==> src/timer_event_request_consts.vh <==
// Constants for the timer event and request logic.
// Functional notes
// - One write starts own and companion counters.
// - Selected channel 0-2 flag events clear companion.
// - Channel 5 measures three input pulse widths.
// - Width measurement also serves dead time compensation.
// - Crest or trough capture into capture register.
// - Match, overflow, underflow flags with own enables.
// - Flag set on event; request while enabled.
// - Fixed in-channel order; controller orders channels.
// - Twenty-one match/capture flags across six channels.
// - Channel 0 fifth, sixth flags: match only.
// - Five overflow flags with overflow requests.
// - Underflow flags only on channels 1 and 2.
// - Twenty transfer controller activation sources.
// - Five DMA activation sources, first flags.
// - First flag plus enable issues common start.
// - Channel 4 trough also issues common start.
// - Channel 0 fifth match issues dedicated start.
// - Counter equals cycle set issues delayed start.
// - Clear flag by writing zero after reading one.
// - Transfer or DMA activation clears its flag.
`ifndef TIMER_EVENT_REQUEST_CONSTS_VH
`define TIMER_EVENT_REQUEST_CONSTS_VH

// ----------------------------------------------------------------------
// Register byte offsets
// ----------------------------------------------------------------------
`define OFS_SYNC_START    8'h00
`define OFS_SYNC_CLEAR    8'h04
`define OFS_FLAGS         8'h08
`define OFS_IRQ_ENABLE    8'h0c
`define OFS_ADC_CONTROL   8'h10
`define OFS_XFER_ENABLE   8'h14
`define OFS_IO_CONTROL    8'h18
`define OFS_CAPTURE       8'h1c
`define OFS_CYCLE_SET_A   8'h20
`define OFS_CYCLE_SET_B   8'h24
`define OFS_WIDTH_0       8'h28
`define OFS_WIDTH_1       8'h2c
`define OFS_WIDTH_2       8'h30

// ----------------------------------------------------------------------
// Field positions
// ----------------------------------------------------------------------
`define FLAG_OVF_LSB      21
`define FLAG_UNF_LSB      26
`define FLAG_CH0_FIFTH    4
`define FLAG_CH0_SIXTH    5
`define FLAG_CH5_LSB      18
`define ADC_TROUGH_EN     5
`define ADC_SECOND_EN     6
`define ADC_UP_A          7
`define ADC_DOWN_A        8
`define ADC_UP_B          9
`define ADC_DOWN_B        10
`define XFER_DMA_LSB      24
`define IO_PW_EN_LSB      2
`define IO_PW_LOW         5

// ----------------------------------------------------------------------
// Reset values and bus answers
// ----------------------------------------------------------------------
`define RST_ZERO32        32'h0000_0000
`define RESP_OKAY         2'h0
`define RESP_SLVERR       2'h2

`endif

==> src/timer_event_request_logic.v <==
// Event, flag and request logic of a six-channel motor-control timer.
`timescale 1ns/1ns
`default_nettype none
`include "timer_event_request_consts.vh"

module timer_event_request_logic (
	input  wire        clk_i,
	input  wire        rst_n_i,
	input  wire [7:0]  s_axi_awaddr_i,
	input  wire        s_axi_awvalid_i,
	output wire        s_axi_awready_o,
	input  wire [31:0] s_axi_wdata_i,
	input  wire [3:0]  s_axi_wstrb_i,
	input  wire        s_axi_wvalid_i,
	output wire        s_axi_wready_o,
	output reg  [1:0]  s_axi_bresp_o,
	output reg         s_axi_bvalid_o,
	input  wire        s_axi_bready_i,
	input  wire [7:0]  s_axi_araddr_i,
	input  wire        s_axi_arvalid_i,
	output wire        s_axi_arready_o,
	output reg  [31:0] s_axi_rdata_o,
	output reg  [1:0]  s_axi_rresp_o,
	output reg         s_axi_rvalid_o,
	input  wire        s_axi_rready_i,
	input  wire [20:0] match_event_i,
	input  wire [20:0] capture_event_i,
	input  wire [4:0]  overflow_event_i,
	input  wire [1:0]  underflow_event_i,
	input  wire [15:0] ch4_counter_i,
	input  wire        ch4_count_up_i,
	input  wire        comp_pwm_i,
	input  wire        crest_i,
	input  wire        trough_i,
	input  wire [2:0]  pw_line_i,
	input  wire [19:0] xfer_ack_i,
	input  wire [4:0]  dma_ack_i,
	output reg  [4:0]  counter_start_o,
	output reg  [1:0]  companion_start_o,
	output reg         companion_clear_o,
	output wire [27:0] irq_o,
	output reg  [19:0] xfer_req_o,
	output reg  [4:0]  dma_req_o,
	output reg         common_adc_start_request_o,
	output reg         ch0_compare_adc_start_request_o,
	output reg         delayed_adc_start_request_a_o,
	output reg         delayed_adc_start_request_b_o
);

	// ------------------------------------------------------------------
	// Helpers
	// ------------------------------------------------------------------
	function [31:0] merge;
		input [31:0] old;
		input [31:0] data;
		input [3:0]  strb;
		integer      k;
		begin
			merge = old;
			for (k = 0; k < 4; k = k + 1) begin
				if (strb[k]) begin
					merge[k*8 +: 8] = data[k*8 +: 8];
				end
			end
		end
	endfunction

	// ------------------------------------------------------------------
	// State
	// ------------------------------------------------------------------
	reg        aw_held;
	reg [7:0]  aw_addr;
	reg        w_held;
	reg [31:0] w_data;
	reg [3:0]  w_strb;
	reg [7:0]  sync_clear_select;
	reg [27:0] flags;
	reg [27:0] flags_read_one;
	reg [27:0] irq_enable;
	reg [10:0] adc_control;
	reg [19:0] xfer_enable;
	reg [4:0]  dma_enable;
	reg [5:0]  io_control;
	reg [15:0] capture_value;
	reg [15:0] adc_cycle_set_a;
	reg [15:0] adc_cycle_set_b;
	reg [15:0] prev_counter;
	reg [2:0]  pw_meta;
	reg [2:0]  pw_sync;
	reg [2:0]  pw_prev;
	reg [15:0] pw_count [0:2];
	reg [15:0] pw_width [0:2];
	reg [2:0]  pw_done;
	reg [31:0] rd_val;
	reg [31:0] wr_cur;
	reg        rd_ok;
	reg        wr_ok;
	integer    i;

	wire do_wr = aw_held & w_held & ~s_axi_bvalid_o;
	wire do_rd = s_axi_arvalid_i & ~s_axi_rvalid_o;

	assign s_axi_awready_o = ~aw_held & ~s_axi_bvalid_o;
	assign s_axi_wready_o  = ~w_held & ~s_axi_bvalid_o;
	assign s_axi_arready_o = ~s_axi_rvalid_o;

	// ------------------------------------------------------------------
	// Flag set events
	// ------------------------------------------------------------------
	// The two extra channel 0 compare flags ignore capture strobes.
	wire [20:0] cap_ok = capture_event_i &
		~(21'h000001 << `FLAG_CH0_FIFTH) &
		~(21'h000001 << `FLAG_CH0_SIXTH);
	wire [20:0] cm_set = match_event_i | cap_ok |
		({18'h00000, pw_done} << `FLAG_CH5_LSB);
	wire [27:0] set_ev = {underflow_event_i, overflow_event_i,
		cm_set};

	wire [19:0] xsrc_set = {set_ev[20:18], set_ev[25], set_ev[17:6],
		set_ev[3:0]};
	wire [4:0]  dsrc_set = {set_ev[14], set_ev[10], set_ev[8], set_ev[6],
		set_ev[0]};
	wire [4:0]  first_set = dsrc_set;

	// Activation acknowledges map back onto the flags they serve.
	wire [27:0] xack_clr = {2'h0, xfer_ack_i[16], 4'h0, xfer_ack_i[19:17],
		xfer_ack_i[15:4], 2'h0, xfer_ack_i[3:0]};
	wire [27:0] dack_clr = {13'h0000, dma_ack_i[4], 3'h0, dma_ack_i[3],
		1'b0, dma_ack_i[2], 1'b0, dma_ack_i[1], 5'h00, dma_ack_i[0]};

	wire        flag_wr = do_wr && (aw_addr == `OFS_FLAGS);
	wire [31:0] flag_wval = merge({4'h0, flags}, w_data, w_strb);
	wire [27:0] sw_clr = flag_wr ?
		(flags_read_one & ~flag_wval[27:0]) : 28'h0000000;
	wire [27:0] next_flags = (flags & ~sw_clr & ~xack_clr & ~dack_clr) |
		set_ev;

	// Each channel offers its own request lines; ordering between
	// channels is left to the interrupt controller.
	assign irq_o = flags & irq_enable;

	// ------------------------------------------------------------------
	// Conversion start conditions
	// ------------------------------------------------------------------
	wire trough_hit = comp_pwm_i && (ch4_counter_i == 16'h0000) &&
		(prev_counter != 16'h0000);
	wire hit_a = (ch4_counter_i == adc_cycle_set_a) &&
		(prev_counter != adc_cycle_set_a);
	wire hit_b = (ch4_counter_i == adc_cycle_set_b) &&
		(prev_counter != adc_cycle_set_b);
	wire en_a = ch4_count_up_i ? adc_control[`ADC_UP_A] :
		adc_control[`ADC_DOWN_A];
	wire en_b = ch4_count_up_i ? adc_control[`ADC_UP_B] :
		adc_control[`ADC_DOWN_B];
	wire [7:0] clr_src = {set_ev[9:6], set_ev[3:0]};

	// ------------------------------------------------------------------
	// Register read decode
	// ------------------------------------------------------------------
	always @* begin
		rd_val = `RST_ZERO32;
		rd_ok  = 1'b1;
		case (s_axi_araddr_i)
			`OFS_SYNC_START:  rd_val = {25'h0, companion_start_o,
				counter_start_o};
			`OFS_SYNC_CLEAR:  rd_val = {24'h0, sync_clear_select};
			`OFS_FLAGS:       rd_val = {4'h0, flags};
			`OFS_IRQ_ENABLE:  rd_val = {4'h0, irq_enable};
			`OFS_ADC_CONTROL: rd_val = {21'h0, adc_control};
			`OFS_XFER_ENABLE: rd_val = {3'h0, dma_enable, 4'h0,
				xfer_enable};
			`OFS_IO_CONTROL:  rd_val = {26'h0, io_control};
			`OFS_CAPTURE:     rd_val = {16'h0, capture_value};
			`OFS_CYCLE_SET_A: rd_val = {16'h0, adc_cycle_set_a};
			`OFS_CYCLE_SET_B: rd_val = {16'h0, adc_cycle_set_b};
			`OFS_WIDTH_0:     rd_val = {16'h0, pw_width[0]};
			`OFS_WIDTH_1:     rd_val = {16'h0, pw_width[1]};
			`OFS_WIDTH_2:     rd_val = {16'h0, pw_width[2]};
			default:          rd_ok  = 1'b0;
		endcase
	end

	always @* begin
		case (aw_addr)
			`OFS_SYNC_START, `OFS_SYNC_CLEAR, `OFS_FLAGS,
			`OFS_IRQ_ENABLE, `OFS_ADC_CONTROL, `OFS_XFER_ENABLE,
			`OFS_IO_CONTROL, `OFS_CYCLE_SET_A, `OFS_CYCLE_SET_B:
				wr_ok = 1'b1;
			default: wr_ok = 1'b0;
		endcase
	end

	// Current contents of the addressed register, so that byte strobes
	// keep the lanes which a write leaves out.
	always @* begin
		wr_cur = `RST_ZERO32;
		case (aw_addr)
			`OFS_SYNC_START:  wr_cur = {25'h0, companion_start_o,
				counter_start_o};
			`OFS_SYNC_CLEAR:  wr_cur = {24'h0, sync_clear_select};
			`OFS_IRQ_ENABLE:  wr_cur = {4'h0, irq_enable};
			`OFS_ADC_CONTROL: wr_cur = {21'h0, adc_control};
			`OFS_XFER_ENABLE: wr_cur = {3'h0, dma_enable, 4'h0,
				xfer_enable};
			`OFS_IO_CONTROL:  wr_cur = {26'h0, io_control};
			`OFS_CYCLE_SET_A: wr_cur = {16'h0, adc_cycle_set_a};
			`OFS_CYCLE_SET_B: wr_cur = {16'h0, adc_cycle_set_b};
			default:          wr_cur = `RST_ZERO32;
		endcase
	end

	wire [31:0] wr_val = merge(wr_cur, w_data, w_strb);

	// ------------------------------------------------------------------
	// Bus slave
	// ------------------------------------------------------------------
	always @(posedge clk_i or negedge rst_n_i) begin
		if (!rst_n_i) begin
			aw_held        <= 1'b0;
			aw_addr        <= 8'h00;
			w_held         <= 1'b0;
			w_data         <= `RST_ZERO32;
			w_strb         <= 4'h0;
			s_axi_bvalid_o <= 1'b0;
			s_axi_bresp_o  <= `RESP_OKAY;
			s_axi_rvalid_o <= 1'b0;
			s_axi_rresp_o  <= `RESP_OKAY;
			s_axi_rdata_o  <= `RST_ZERO32;
		end else begin
			if (s_axi_awvalid_i && s_axi_awready_o) begin
				aw_held <= 1'b1;
				aw_addr <= s_axi_awaddr_i;
			end
			if (s_axi_wvalid_i && s_axi_wready_o) begin
				w_held <= 1'b1;
				w_data <= s_axi_wdata_i;
				w_strb <= s_axi_wstrb_i;
			end
			if (do_wr) begin
				aw_held        <= 1'b0;
				w_held         <= 1'b0;
				s_axi_bvalid_o <= 1'b1;
				s_axi_bresp_o  <= wr_ok ? `RESP_OKAY : `RESP_SLVERR;
			end else if (s_axi_bready_i) begin
				s_axi_bvalid_o <= 1'b0;
			end
			if (do_rd) begin
				s_axi_rvalid_o <= 1'b1;
				s_axi_rdata_o  <= rd_val;
				s_axi_rresp_o  <= rd_ok ? `RESP_OKAY : `RESP_SLVERR;
			end else if (s_axi_rready_i) begin
				s_axi_rvalid_o <= 1'b0;
			end
		end
	end

	// ------------------------------------------------------------------
	// Control registers
	// ------------------------------------------------------------------
	always @(posedge clk_i or negedge rst_n_i) begin
		if (!rst_n_i) begin
			counter_start_o   <= 5'h00;
			companion_start_o <= 2'h0;
			sync_clear_select <= 8'h00;
			irq_enable        <= 28'h0000000;
			adc_control       <= 11'h000;
			xfer_enable       <= 20'h00000;
			dma_enable        <= 5'h00;
			io_control        <= 6'h00;
			adc_cycle_set_a   <= 16'h0000;
			adc_cycle_set_b   <= 16'h0000;
		end else if (do_wr) begin
			case (aw_addr)
				// Both units take their start bits from the same edge, so
				// any companion clock ratio sees one common instant.
				`OFS_SYNC_START: begin
					counter_start_o   <= wr_val[4:0];
					companion_start_o <= wr_val[6:5];
				end
				`OFS_SYNC_CLEAR:  sync_clear_select <= wr_val[7:0];
				`OFS_IRQ_ENABLE:  irq_enable <= wr_val[27:0];
				`OFS_ADC_CONTROL: adc_control <= wr_val[10:0];
				`OFS_XFER_ENABLE: begin
					xfer_enable <= wr_val[19:0];
					dma_enable  <= wr_val[`XFER_DMA_LSB +: 5];
				end
				`OFS_IO_CONTROL:  io_control <= wr_val[5:0];
				`OFS_CYCLE_SET_A: adc_cycle_set_a <= wr_val[15:0];
				`OFS_CYCLE_SET_B: adc_cycle_set_b <= wr_val[15:0];
				default: ;
			endcase
		end
	end

	// ------------------------------------------------------------------
	// Flags, captures and requests
	// ------------------------------------------------------------------
	always @(posedge clk_i or negedge rst_n_i) begin
		if (!rst_n_i) begin
			flags                           <= 28'h0000000;
			flags_read_one                  <= 28'h0000000;
			capture_value                   <= 16'h0000;
			prev_counter                    <= 16'h0000;
			companion_clear_o               <= 1'b0;
			xfer_req_o                      <= 20'h00000;
			dma_req_o                       <= 5'h00;
			common_adc_start_request_o      <= 1'b0;
			ch0_compare_adc_start_request_o <= 1'b0;
			delayed_adc_start_request_a_o   <= 1'b0;
			delayed_adc_start_request_b_o   <= 1'b0;
		end else begin
			flags <= next_flags;
			if (do_rd && (s_axi_araddr_i == `OFS_FLAGS)) begin
				flags_read_one <= (flags_read_one & ~sw_clr) | flags;
			end else begin
				flags_read_one <= flags_read_one & ~sw_clr;
			end
			if (comp_pwm_i && ((io_control[0] && crest_i) ||
				(io_control[1] && trough_i))) begin
				capture_value <= ch4_counter_i;
			end
			prev_counter <= ch4_counter_i;
			companion_clear_o <= |(clr_src & sync_clear_select);
			xfer_req_o <= xsrc_set & xfer_enable;
			dma_req_o  <= dsrc_set & dma_enable;
			common_adc_start_request_o <= (|(first_set &
				adc_control[4:0])) ||
				(trough_hit && adc_control[`ADC_TROUGH_EN]);
			ch0_compare_adc_start_request_o <=
				match_event_i[`FLAG_CH0_FIFTH] &&
				adc_control[`ADC_SECOND_EN];
			// Each output is its own line, so the converter may pick any
			// one of them as its start source.
			delayed_adc_start_request_a_o <= hit_a && en_a;
			delayed_adc_start_request_b_o <= hit_b && en_b;
		end
	end

	// ------------------------------------------------------------------
	// Channel 5 pulse width measurement
	// ------------------------------------------------------------------
	// Measurement runs whether or not complementary PWM is active, so
	// software can time the output delay and correct the duty.
	always @(posedge clk_i or negedge rst_n_i) begin
		if (!rst_n_i) begin
			pw_meta <= 3'h0;
			pw_sync <= 3'h0;
			pw_prev <= 3'h0;
			pw_done <= 3'h0;
			for (i = 0; i < 3; i = i + 1) begin
				pw_count[i] <= 16'h0000;
				pw_width[i] <= 16'h0000;
			end
		end else begin
			pw_meta <= pw_line_i;
			pw_sync <= pw_meta;
			pw_prev <= pw_sync ^ {3{io_control[`IO_PW_LOW]}};
			for (i = 0; i < 3; i = i + 1) begin
				pw_done[i] <= 1'b0;
				if (!io_control[`IO_PW_EN_LSB + i]) begin
					pw_count[i] <= 16'h0000;
				end else if (pw_sync[i] ^ io_control[`IO_PW_LOW]) begin
					if (pw_count[i] != 16'hffff) begin
						pw_count[i] <= pw_count[i] + 16'h0001;
					end
				end else if (pw_prev[i]) begin
					pw_width[i] <= pw_count[i];
					pw_count[i] <= 16'h0000;
					pw_done[i]  <= 1'b1;
				end
			end
		end
	end

endmodule // timer_event_request_logic
`default_nettype wire
==> config.mk <==
export PLATFORM = sky130hd
export DESIGN_NAME = timer_event_request_logic
export DESIGN_NICKNAME = d
export VERILOG_FILES = /design/src/timer_event_request_logic.v
export VERILOG_INCLUDE_DIRS = /design/src
export SDC_FILE = /design/constraint.sdc
export NUM_CORES = 1
export LEC_CHECK = 0
export BUFFER_PORTS_ARGS = -buffer_cell sky130_fd_sc_hd__buf_2
export CELL_PAD_IN_SITES_DETAIL_PLACEMENT = 0
export CELL_PAD_IN_SITES_GLOBAL_PLACEMENT = 1
export CORE_MARGIN = 4
export CORE_UTILIZATION = 38
export DETAILED_ROUTE_END_ITERATION = 12
export PLACE_DENSITY_LB_ADDON = 0.1
export SLEW_MARGIN = 0
export SYNTH_ARGS = -nofsm -noshare
export SYNTH_HDL_FRONTEND = slang
export SYNTH_SLANG_ARGS = --single-unit
==> constraint.sdc <==
create_clock -name clk_i -period 2.55 [get_ports clk_i]
set_clock_uncertainty 0.15 [all_clocks]
set_input_delay 0.51 -clock clk_i [delete_from_list [all_inputs] [get_ports clk_i]]
set_output_delay 0.51 -clock clk_i [all_outputs]
set_load 0.02 [all_outputs]
=== Word-level counts from Yosys, hierarchy flattened ===
Cells that the tools add are included.

* Memory bits (writable): 0
* Logic and storage cells: 207
* Bits of input ports: 156
* Register bits after elaboration: 424
* Latch bits: 0
* Output and inout bits: 106
* Memory bits (read-only): 0
* Memories: 0

* Multiplexer cells: 47
* Shift operators: 0
* Div/mod/pow operators: 0
* $lt $le $gt $ge: 0
* $add $sub $neg: 3
* Equality and inequality tests: 35
* Bitwise operators: 34
* $mul: 0
* Reductions and logical operators: 45

{| class="wikitable"
|+ Operators by type and width
! operator !! number
|-
| $pmux W29 S13 || 1
|-
| $pmux W29 S7 || 1
|-
| $mux W16 || 12
|-
| $and A28 B28 Y28 || 6
|-
| $eq A8 B5 Y1 const B || 7
|-
| $eq A8 B6 Y1 const B || 7
|-
| $mux W28 || 2
|-
| $not A28 Y28 || 2
|-
| $or A28 B28 Y28 || 2
|-
| $add A16 B1 Y16 const B || 3
|-
| $mux W8 || 6
|-
| $ne A16 B16 Y1 const B || 3
|-
| $or A21 B21 Y21 || 2
|-
| $eq A16 B16 Y1 || 2
|-
| $eq A8 B4 Y1 const B || 4
|-
| $ne A16 B16 Y1 || 2
|-
| $not A15 Y28 || 1
|-
| $not A26 Y28 || 1
|-
| $reduce_and A2 Y1 || 11
|-
| $mux W1 || 21
|-
| $and A20 B20 Y20 || 1
|-
| $eq A8 B3 Y1 const B || 2
|-
| $logic_not A16 Y1 || 1
|-
| $logic_not A8 Y1 || 2
|-
| 21 further kinds || 62
|}

=== Depth between registers and ports, before layout ===
Gate-level depths: netlist of the first run.

* Depth in word-level cells: 9
* Gate-level depth with buffers: 9
* Gate-level depth less buffers: 6

=== Worst setup path before layout of the first run ===
Ideal clock, no wire load.

* Kind: reg2reg
* Start point: register s_axi_bvalid_o
* End point: register flags[16]
* Data required time: 2.274 ns
* Stages on the path, launching flop included: 8
* Arrival: 1.994 ns
* Buffers on the path: 2
* Setup time: 0.126 ns
* Period minus slack after synthesis: 2.271 ns
* Path slack: 0.279 ns
* Cells stage by stage: dfrtp_1 and3b_1 clkbuf_1 and4_1 buf_2 nand2_2 or3_1 a311o_1

* Cells in the longest elaborated chain, start to end: 9

{| class="wikitable"
|+ RTL lines
! item !! RTL line !! RTL
|-
| start, declared || timer_event_request_logic.v:17 || <nowiki>output reg s_axi_bvalid_o,</nowiki>
|-
| start signal, assigned || timer_event_request_logic.v:224 || <nowiki>s_axi_bvalid_o <= 1'b0;</nowiki>
|-
| start signal, assigned || timer_event_request_logic.v:242 || <nowiki>s_axi_bvalid_o <= 1'b1;</nowiki>
|-
| start signal, assigned || timer_event_request_logic.v:245 || <nowiki>s_axi_bvalid_o <= 1'b0;</nowiki>
|-
| $not A1 Y1 || timer_event_request_logic.v:100 || <nowiki>wire do_wr = aw_held & w_held & ~s_axi_bvalid_o;</nowiki>
|-
| $and A1 B1 Y1 || timer_event_request_logic.v:100 ||
|-
| $logic_and A1 B1 Y1 || timer_event_request_logic.v:131 || <nowiki>wire flag_wr = do_wr && (aw_addr == `OFS_FLAGS);</nowiki>
|-
| $mux W28 || timer_event_request_logic.v:133 || <nowiki>wire [27:0] sw_clr = flag_wr ?</nowiki>
|-
| $not A28 Y28 || timer_event_request_logic.v:135 || <nowiki>wire [27:0] next_flags = (flags & ~sw_clr & ~xack_clr & ~dack_clr) |</nowiki>
|-
| $and A28 B28 Y28 (3 in a row) || timer_event_request_logic.v:135 ||
|-
| $or A28 B28 Y28 || timer_event_request_logic.v:135 ||
|-
| via next_flags[16] || timer_event_request_logic.v:135 ||
|-
| end signal, assigned || timer_event_request_logic.v:312 || <nowiki>flags <= next_flags;</nowiki>
|-
| end, declared || timer_event_request_logic.v:77 || <nowiki>reg [27:0] flags;</nowiki>
|}

The timed path passes the listed nets, and every way through them passes these cells.
A chain may end at the register's enable or synchronous reset.

=== Final worst setup path of the first run ===
* Start point: register aw_addr[7]
* End point: register adc_cycle_set_b[8]

* Cells in the longest elaborated chain, start to end: 3
* Elaborated cells on any way between the ends: 10
* Those cells by class: 7 x eq/ne; 2 x mux; 1 x reduce/logical

{| class="wikitable"
|+ RTL lines
! item !! RTL line !! RTL
|-
| start, declared || timer_event_request_logic.v:72 || <nowiki>reg [7:0] aw_addr;</nowiki>
|-
| start signal, assigned || timer_event_request_logic.v:232 || <nowiki>aw_addr <= s_axi_awaddr_i;</nowiki>
|-
| $eq A8 B6 Y1, or another cell as far along || timer_event_request_logic.v:197, timer_event_request_logic.v:273 ||
|-
| $pmux W29 S7 || timer_event_request_logic.v:197 || <nowiki>case (aw_addr)</nowiki>
|-
| $mux W8 || timer_event_request_logic.v:61 || <nowiki>if (strb[k]) begin</nowiki>
|-
| end signal, assigned || timer_event_request_logic.v:289 || <nowiki>`OFS_CYCLE_SET_B: adc_cycle_set_b <= wr_val[15:0];</nowiki>
|-
| end, declared || timer_event_request_logic.v:86 || <nowiki>reg [15:0] adc_cycle_set_b;</nowiki>
|}

Several ways; a longest one is shown, not always the timed one. The select of a mux whose other input is x is not followed.

==> results_tabular.tex, run 1 <==
\begin{tabular}{lr}
\hline
Metric & Value \\
\hline
\multicolumn{2}{l}{\textbf{Routing}} \\
Vias & 18,400 \\
Via-to-Cell Ratio & 5.79 \\
DRC violation count after routing & 0 \\
Remaining number of nets flagged by the antenna check after routing & 0 \\
Iteration-0 DRC Markers & 1,422 \\
Number of iterations in the first detailed-routing pass & 8 \\
DRT Wirelength & between 80,000 and 90,000 um \\
Routed wire length per instance & 26.1 um \\
\multicolumn{2}{l}{\textbf{Power}} \\
Worst-case vdd ir drop & 0.567 mV \\
Leakage power total & approximately 12 nW \\
Power density over cell area & 862 nW/um\^{}2 \\
\multicolumn{2}{l}{\textbf{Flow run}} \\
Max-capacitance violation count & 0 \\
\multicolumn{2}{l}{\textbf{Worst setup path}} \\
Required time reported for the critical path endpoint & 2.93 ns \\
Type of element capturing the critical path & flip-flop \\
Critical path data arrival time & about 2.8 ns \\
Element type at the critical path start & flip-flop \\
Largest fanout of any net on the critical path & 6 \\
Startpoint-to-endpoint class of the critical path & flip-flop to flip-flop \\
\multicolumn{2}{l}{\textbf{Finish}} \\
Final design area excluding fillers & 26,600 um\^{}2 \\
Number of cells in the finished layout apart from fillers & 3,180 \\
Share of final-layout standard cells stronger than drive strength 1 & 28.3\% \\
Fin nets & $\sim$2,600 \\
Relative area change from synthesis to final layout & 27.6\% \\
Final core utilization & 49.2\% \\
\multicolumn{2}{l}{\textbf{Global routing}} \\
GRT overflow & 0 \\
Global-route wire length before repair & 124,000 um \\
Pin count of the biggest net entering global routing & 77 \\
Via count of the first global-routing pass & around 18,000 \\
Number of antenna violations at the first check in global routing & 3 \\
Global router's overall resource usage & $\sim$28\% \\
\multicolumn{2}{l}{\textbf{Logic synthesis}} \\
Sequential area share after synthesis & 50.3\% \\
Combinational family with the most area after synthesis & compound AO/OA/AOI/OAI gates \\
Area share of the largest cell type after synthesis & 50.3\% \\
Flip-flop and latch count after synthesis & 419 \\
Yosys warnings & 0 \\
Post-synth top flop & dfrtp\_1 \\
Synth Area in XOR/XNOR & 3.02\% \\
Post-synthesis cell type count & 94 \\
Post-synthesis share of cell area spent on full adders, half adders and majority gates & 0.180\% \\
Top cell type by total area after synthesis & dfrtp\_1 \\
Synth Area in Simple Gates & 15.4\% \\
Cell types with the largest area share after synthesis & dfrtp\_1 50\%, mux2\_2 8.4\%, o21ai\_0 3.6\% \\
Async SR Flop Fraction & 100\% \\
EDFF count, synth & 0 \\
Fraction of the mapped netlist area in compound gates & 17.3\% \\
Cell Area, Synth & 20,800 um\^{}2 \\
Top-count cell post-synth & dfrtp\_1 \\
Syn Inst Count & 2,001 \\
Proportion of synthesized area in mux cells & 10.3\% \\
Most frequent cells after synthesis & 419 x dfrtp\_1, 181 x nand2\_1, 155 x mux2\_2 \\
Syn\_area\_per\_cell & 10.4 um\^{}2 \\
\multicolumn{2}{l}{\textbf{STA}} \\
Measured slew at the worst slew-check pin & approximately 0.77 ns \\
Worst setup margin & 0.118 ns \\
Post-layout minimum cycle time & 2.43 ns \\
Count of final hold-check violations & 0 \\
Number of slew-limit violations in the final report & 0 \\
Worst slew margin relative to its limit & between 40\% and 50\% \\
Achievable Freq & around 0.41 GHz \\
Setup total negative slack & 0 ns \\
Unrepaired setup endpoints after global routing & false \\
Number of endpoints failing setup at the final stage & 0 \\
Final worst-path cycle share & 95.4\% \\
\multicolumn{2}{l}{\textbf{Place}} \\
Count of buffers from port buffering & 251 \\
Gpl congestion & 0.942 \\
Post-place instance area & 24,000 um\^{}2 \\
DP HPWL & 63,500 um \\
Number of cells in the design after placement & 3,000 \\
Placement-stage worst setup slack & around 0.041 ns \\
\multicolumn{2}{l}{\textbf{Outcome}} \\
Status & complete, no violations \\
\multicolumn{2}{l}{\textbf{Clock network}} \\
Clock transition at the register clock pins on the worst setup and hold paths after CTS & 0.06 ns \\
Clock Sink Count & 419 \\
TritonCTS Buffers & 48 \\
TritonCTS clock tree & built \\
Clock insertion delay at the later pin of the skew report & 0.59 ns \\
Cell chosen for the clock root & clkbuf\_16 \\
Max Root-Sink Buffers & 3 \\
Maximum level of the CTS H-tree & 2 \\
\multicolumn{2}{l}{\textbf{Die}} \\
Row Count & 85 \\
Vertical extent of the die & 242 um \\
Initial Utilization & 38.6\% \\
Area enclosed by the die boundary & 58,700 um\^{}2 \\
X dimension of the die & 242 um \\
Io pins & approximately 260 \\
Placeable core region & 54,000 um\^{}2 \\
\multicolumn{2}{l}{\textbf{Worst hold path}} \\
Class of the worst hold path & input port to flip-flop \\
\hline
\end{tabular}
==> area by class of cell <==
cell class | count | area [um^2]
diodes | 1 | 2.50
fillers | 5022 | 27400
multi-input cells | 1416 | 9690
well taps | 696 | 871
flip-flops and latches | 419 | 10500
clock inverters | 12 | 158
repair buffers | 504 | 3690
inverters | 55 | 206
clock buffers | 77 | 1490
==> layout by cell type, fill, tap and decap left out, types with 41 or more instances in the layout <==
cell / count
a21oi_1: 73
a22oi_1: 65
and2_1: 42
buf_2: 250
buf_4: 139
clkbuf_16: 50
dfrtp_1: 419
dlygate4sd3_1: 89
inv_1: 53
mux2_2: 155
nand2_1: 181
nand3_1: 57
nor2_1: 107
o21ai_0: 152
xor2_1: 41
==> through the flow <==
stage                     total power (W)  hold WS (ns)
final                              0.0229        0.0199
after global routing               0.0240      0.000230
after CTS                          0.0230      0.000623
after detailed placement           0.0157         0.186
after global placement             0.0156         0.181
after floorplan                    0.0124        0.0644
==> power breakdown <==
group          internal [W]  switching (W)  total (W)
clock network       0.00431        0.00287    0.00718
logic               0.00271        0.00367    0.00638
registers           0.00773        0.00165    0.00938
==> cell families (layout without fill, tap and decap cells) <==
| family | Yosys count | in the layout |
|---|---|---|
| AOI/OAI and AO/OA | 539 | 539 |
| xor gates and xnor gates | 71 | 71 |
| adders and majority gates | 3 | 3 |
| buffers and inverters | 170 | 648 |
| DFF | 419 | 419 |
| muxes | 187 | 187 |
| other | 1 | 6 |
| and+or+nand+nor | 611 | 611 |
==> worst max-delay path, cell delays in order, from the launching register on <==
cell	delay [ns]
dfrtp_1	0.47
buf_4	0.20
or4b_1	0.60
nor2_1	0.20
a21oi_1	0.11
a221oi_2	0.41
mux2_2	0.24
==> path summary, 6_finish.rpt <==
check,from,endpoint,slack [ns],cells after the start
max in group asynchronous,rst_n_i,flags[23]$_DFF_PN0_,1.19,4
hold / removal,s_axi_wdata_i[4],w_data[4]$_DFFE_PN0P_,0.02,2
setup reg to reg,aw_addr[7]$_DFFE_PN0P_,adc_cycle_set_b[8]$_DFFE_PN0P_,0.12,6
hold reg to reg,pw_meta[2]$_DFF_PN0_,pw_sync[2]$_DFF_PN0_,0.20,0
min in group asynchronous,rst_n_i,adc_cycle_set_a[15]$_DFFE_PN0P_,0.25,2
setup / recovery,aw_addr[7]$_DFFE_PN0P_,adc_cycle_set_b[8]$_DFFE_PN0P_,0.12,6
==> timing repair <==
action,4_1_cts,5_1_grt
endpoints found under the setup margin,0,25
hold endpoints to repair,134,0
setup buffers,0,1
hold buffers,89,0
resized for setup,0,5
==> sequential cells by signal (all words and copies together), names as in the netlist, 20 cells and up <==
signal          count
w_data             29
irq_enable         28
xfer_enable        20
flags              28
flags_read_one     28
pw_count           48
xfer_req_o         20
s_axi_rdata_o      29
pw_width           48
==> per-layer routing <==
metal,track usage [%],part of all wire (%)
met4,8.62,3.4
met2,45.0,46
met3,4.31,5.8
met5,0,0.041
met1,38.5,44
Note: power is estimated with default switching activity, not from simulation.
==> run 2, diff against run 1 <==
Settings changed: BUFFER_PORTS_ARGS -buffer_cell sky130_fd_sc_hd__buf_2 to -buffer_cell sky130_fd_sc_hd__buf_4.
==> results_tabular.tex, run 2 (synthesis results as in run 1) <==
\begin{tabular}{lr}
\hline
Metric & Value \\
\hline
\multicolumn{2}{l}{\textbf{Flow run}} \\
Max-capacitance violation count & 0 \\
\multicolumn{2}{l}{\textbf{Worst setup path}} \\
Required time reported for the critical path endpoint & 2.91 ns \\
Worst r2r src & aw\_addr[1]\$\_DFFE\_PN0P\_ \\
Startpoint-to-endpoint class of the critical path & flip-flop to flip-flop \\
Capture point of the worst reg-to-reg path & adc\_cycle\_set\_a[11]\$\_DFFE\_PN0P\_ \\
Type of element capturing the critical path & flip-flop \\
Critical path data arrival time & between 2 and 3 ns \\
Largest fanout of any net on the critical path & 10 \\
Depth of the most critical reg-to-reg path & 7 \\
Element type at the critical path start & flip-flop \\
Reg-to-reg slack, setup & -0.03 ns \\
\multicolumn{2}{l}{\textbf{STA}} \\
Worst setup margin & -0.0250 ns \\
Number of slew-limit violations in the final report & 0 \\
Final worst-path cycle share & 101\% \\
Setup total negative slack & -0.0499 ns \\
Number of endpoints failing setup at the final stage & 4 \\
Worst slew margin relative to its limit & 49.7\% \\
Count of final hold-check violations & 0 \\
Unrepaired setup endpoints after global routing & true \\
Measured slew at the worst slew-check pin & roughly 0.75 ns \\
Post-layout minimum cycle time & 2.58 ns \\
Achievable Freq & 0.388 GHz \\
\multicolumn{2}{l}{\textbf{Routing}} \\
Number of iterations in the first detailed-routing pass & 5 \\
Vias & 18,500 \\
Iteration-0 DRC Markers & 1,374 \\
Routed wire length per instance & about 27 um \\
DRC violation count after routing & 0 \\
DRT Wirelength & 85,800 um \\
Via-to-Cell Ratio & 5.79 \\
Remaining number of nets flagged by the antenna check after routing & 0 \\
\multicolumn{2}{l}{\textbf{Clock network}} \\
Maximum level of the CTS H-tree & 2 \\
Max Root-Sink Buffers & 3 \\
Clock transition at the register clock pins on the worst setup and hold paths after CTS & around 0.060 ns \\
Cell chosen for the clock root & clkbuf\_16 \\
Clock insertion delay at the later pin of the skew report & $\sim$0.60 ns \\
TritonCTS clock tree & built \\
Clock Sink Count & between 400 and 500 \\
TritonCTS Buffers & 50 \\
\multicolumn{2}{l}{\textbf{Outcome}} \\
Violated checks & setup timing \\
Status & finished with violations \\
\multicolumn{2}{l}{\textbf{Place}} \\
Gpl congestion & 0.941 \\
Number of cells in the design after placement & 3,006 \\
DP HPWL & 65,300 um \\
Count of buffers from port buffering & 251 \\
Post-place instance area & 24,600 um\^{}2 \\
\multicolumn{2}{l}{\textbf{Global routing}} \\
Via count of the first global-routing pass & $\sim$19,000 \\
GRT overflow & 0 \\
Most crowded layer after global routing & met2 \\
Number of antenna violations at the first check in global routing & 2 \\
Global router's overall resource usage & 28.7\% \\
Global-route wire length before repair & 127,000 um \\
Met3 Usage GRT & 4.25\% \\
Pin count of the biggest net entering global routing & 95 \\
Met1 Resource Use GR & 39.7\% \\
Met2 track utilization from global routing & between 40\% and 50\% \\
\multicolumn{2}{l}{\textbf{Die}} \\
Row Count & 85 \\
Initial Utilization & 38.6\% \\
Vertical extent of the die & 242 um \\
X dimension of the die & 242 um \\
Area enclosed by the die boundary & 58,700 um\^{}2 \\
Placeable core region & 54,000 um\^{}2 \\
Io pins & $\sim$260 \\
\multicolumn{2}{l}{\textbf{Finish}} \\
Final core utilization & roughly 51\% \\
Count of filler cells inserted in the layout & 4,972 \\
Number of cells in the finished layout apart from fillers & 3,200 \\
Most common cell after layout, fill and taps aside & dfrtp\_1 \\
Most frequent cells in the layout & 417 x dfrtp\_1, 400 x buf\_4, 180 x nand2\_1 \\
Top Registers & pw\_count x48, pw\_width x48 \\
Relative area change from synthesis to final layout & 31.0\% \\
Share of final-layout standard cells stronger than drive strength 1 & 28.6\% \\
Final design area excluding fillers & 27,300 um\^{}2 \\
Fin nets & about 2,600 \\
\multicolumn{2}{l}{\textbf{Worst hold path}} \\
End point of the worst hold path & w\_data[6]\$\_DFFE\_PN0P\_ \\
Class of the worst hold path & input port to flip-flop \\
HP Start & s\_axi\_wdata\_i[6] \\
WHS Path Cells & 2 \\
\multicolumn{2}{l}{\textbf{Power}} \\
Power density over cell area & 852 nW/um\^{}2 \\
Worst-case vdd ir drop & between 0.4 and 0.5 mV \\
Sum of internal, switching and leakage power & 0.0233 W \\
Leakage power total & 12.2 nW \\
\hline
\end{tabular}
==> run 2: metal layers <==
layer / part of all wire, % / vias to the layer above
met2: 48 / 629
met4: 2.6 / 0
met5: 0 / -
met3: 5.4 / 109
met1: 44 / 9488
li1: - / 8296
==> run 2: worst max path at each step <==
stage | startpoint | end | slack (ns) | cells past startpoint
after floorplan | s_axi_bvalid_o$_DFFE_PN0P_ | flags[16]$_DFF_PN0_ | 0.28 | 7
after global placement | aw_addr[4]$_DFFE_PN0P_ | xfer_enable[5]$_DFFE_PN0P_ | 0.006 | 7
after detailed placement | aw_addr[4]$_DFFE_PN0P_ | adc_cycle_set_b[5]$_DFFE_PN0P_ | -0.02 | 7
after CTS | aw_addr[4]$_DFFE_PN0P_ | adc_cycle_set_b[1]$_DFFE_PN0P_ | 0.04 | 6
after global routing | aw_addr[1]$_DFFE_PN0P_ | adc_cycle_set_a[13]$_DFFE_PN0P_ | -0.09 | 7
final | aw_addr[1]$_DFFE_PN0P_ | adc_cycle_set_a[11]$_DFFE_PN0P_ | -0.03 | 7
==> run 2: where the power goes <==
group	total, W	internal (W)	switching [W]
clock	0.00713	0.00419	0.00295
sequential	0.00943	0.00773	0.00170
combinational	0.00670	0.00297	0.00373
==> run 2: critical path: stages, from the launching register on <==
cell	delay, ns
dfrtp_1	0.50
nor4_1	0.72
buf_4	0.23
nand2_1	0.07
nor2_1	0.34
buf_4	0.25
nor2_1	0.05
a31oi_1	0.17
==> run 2: through the flow <==
step           worst slack (ns)  hold slack (ns)
2_1_floorplan             0.279           0.0644
3_3_place_gp            0.00576            0.185
3_5_place_dp            -0.0219            0.185
4_1_cts                  0.0395          0.00327
5_1_grt                 -0.0890          0.00939
6_report                -0.0250           0.0230
==> run 2: timing repair <==
item	in CTS	in global routing
hold endpoints to repair	164	0
endpoints found under the setup margin	2	54
buffers inserted	0	0
hold buffers	100	0
pin swaps	0	0
resized for setup	1	6
==> run 2: final cells by class <==
cell class	count	area, um^2	share of cell area [%]
antenna	3	7.51	0.0275
clock inverter	18	164	0.600
inverter	55	206	0.756
multi-input combinational	1416	9700	35.5
clock buffer	73	1470	5.38
tap	696	871	3.19
sequential	419	10500	38.4
timing repair buffer	520	4400	16.1
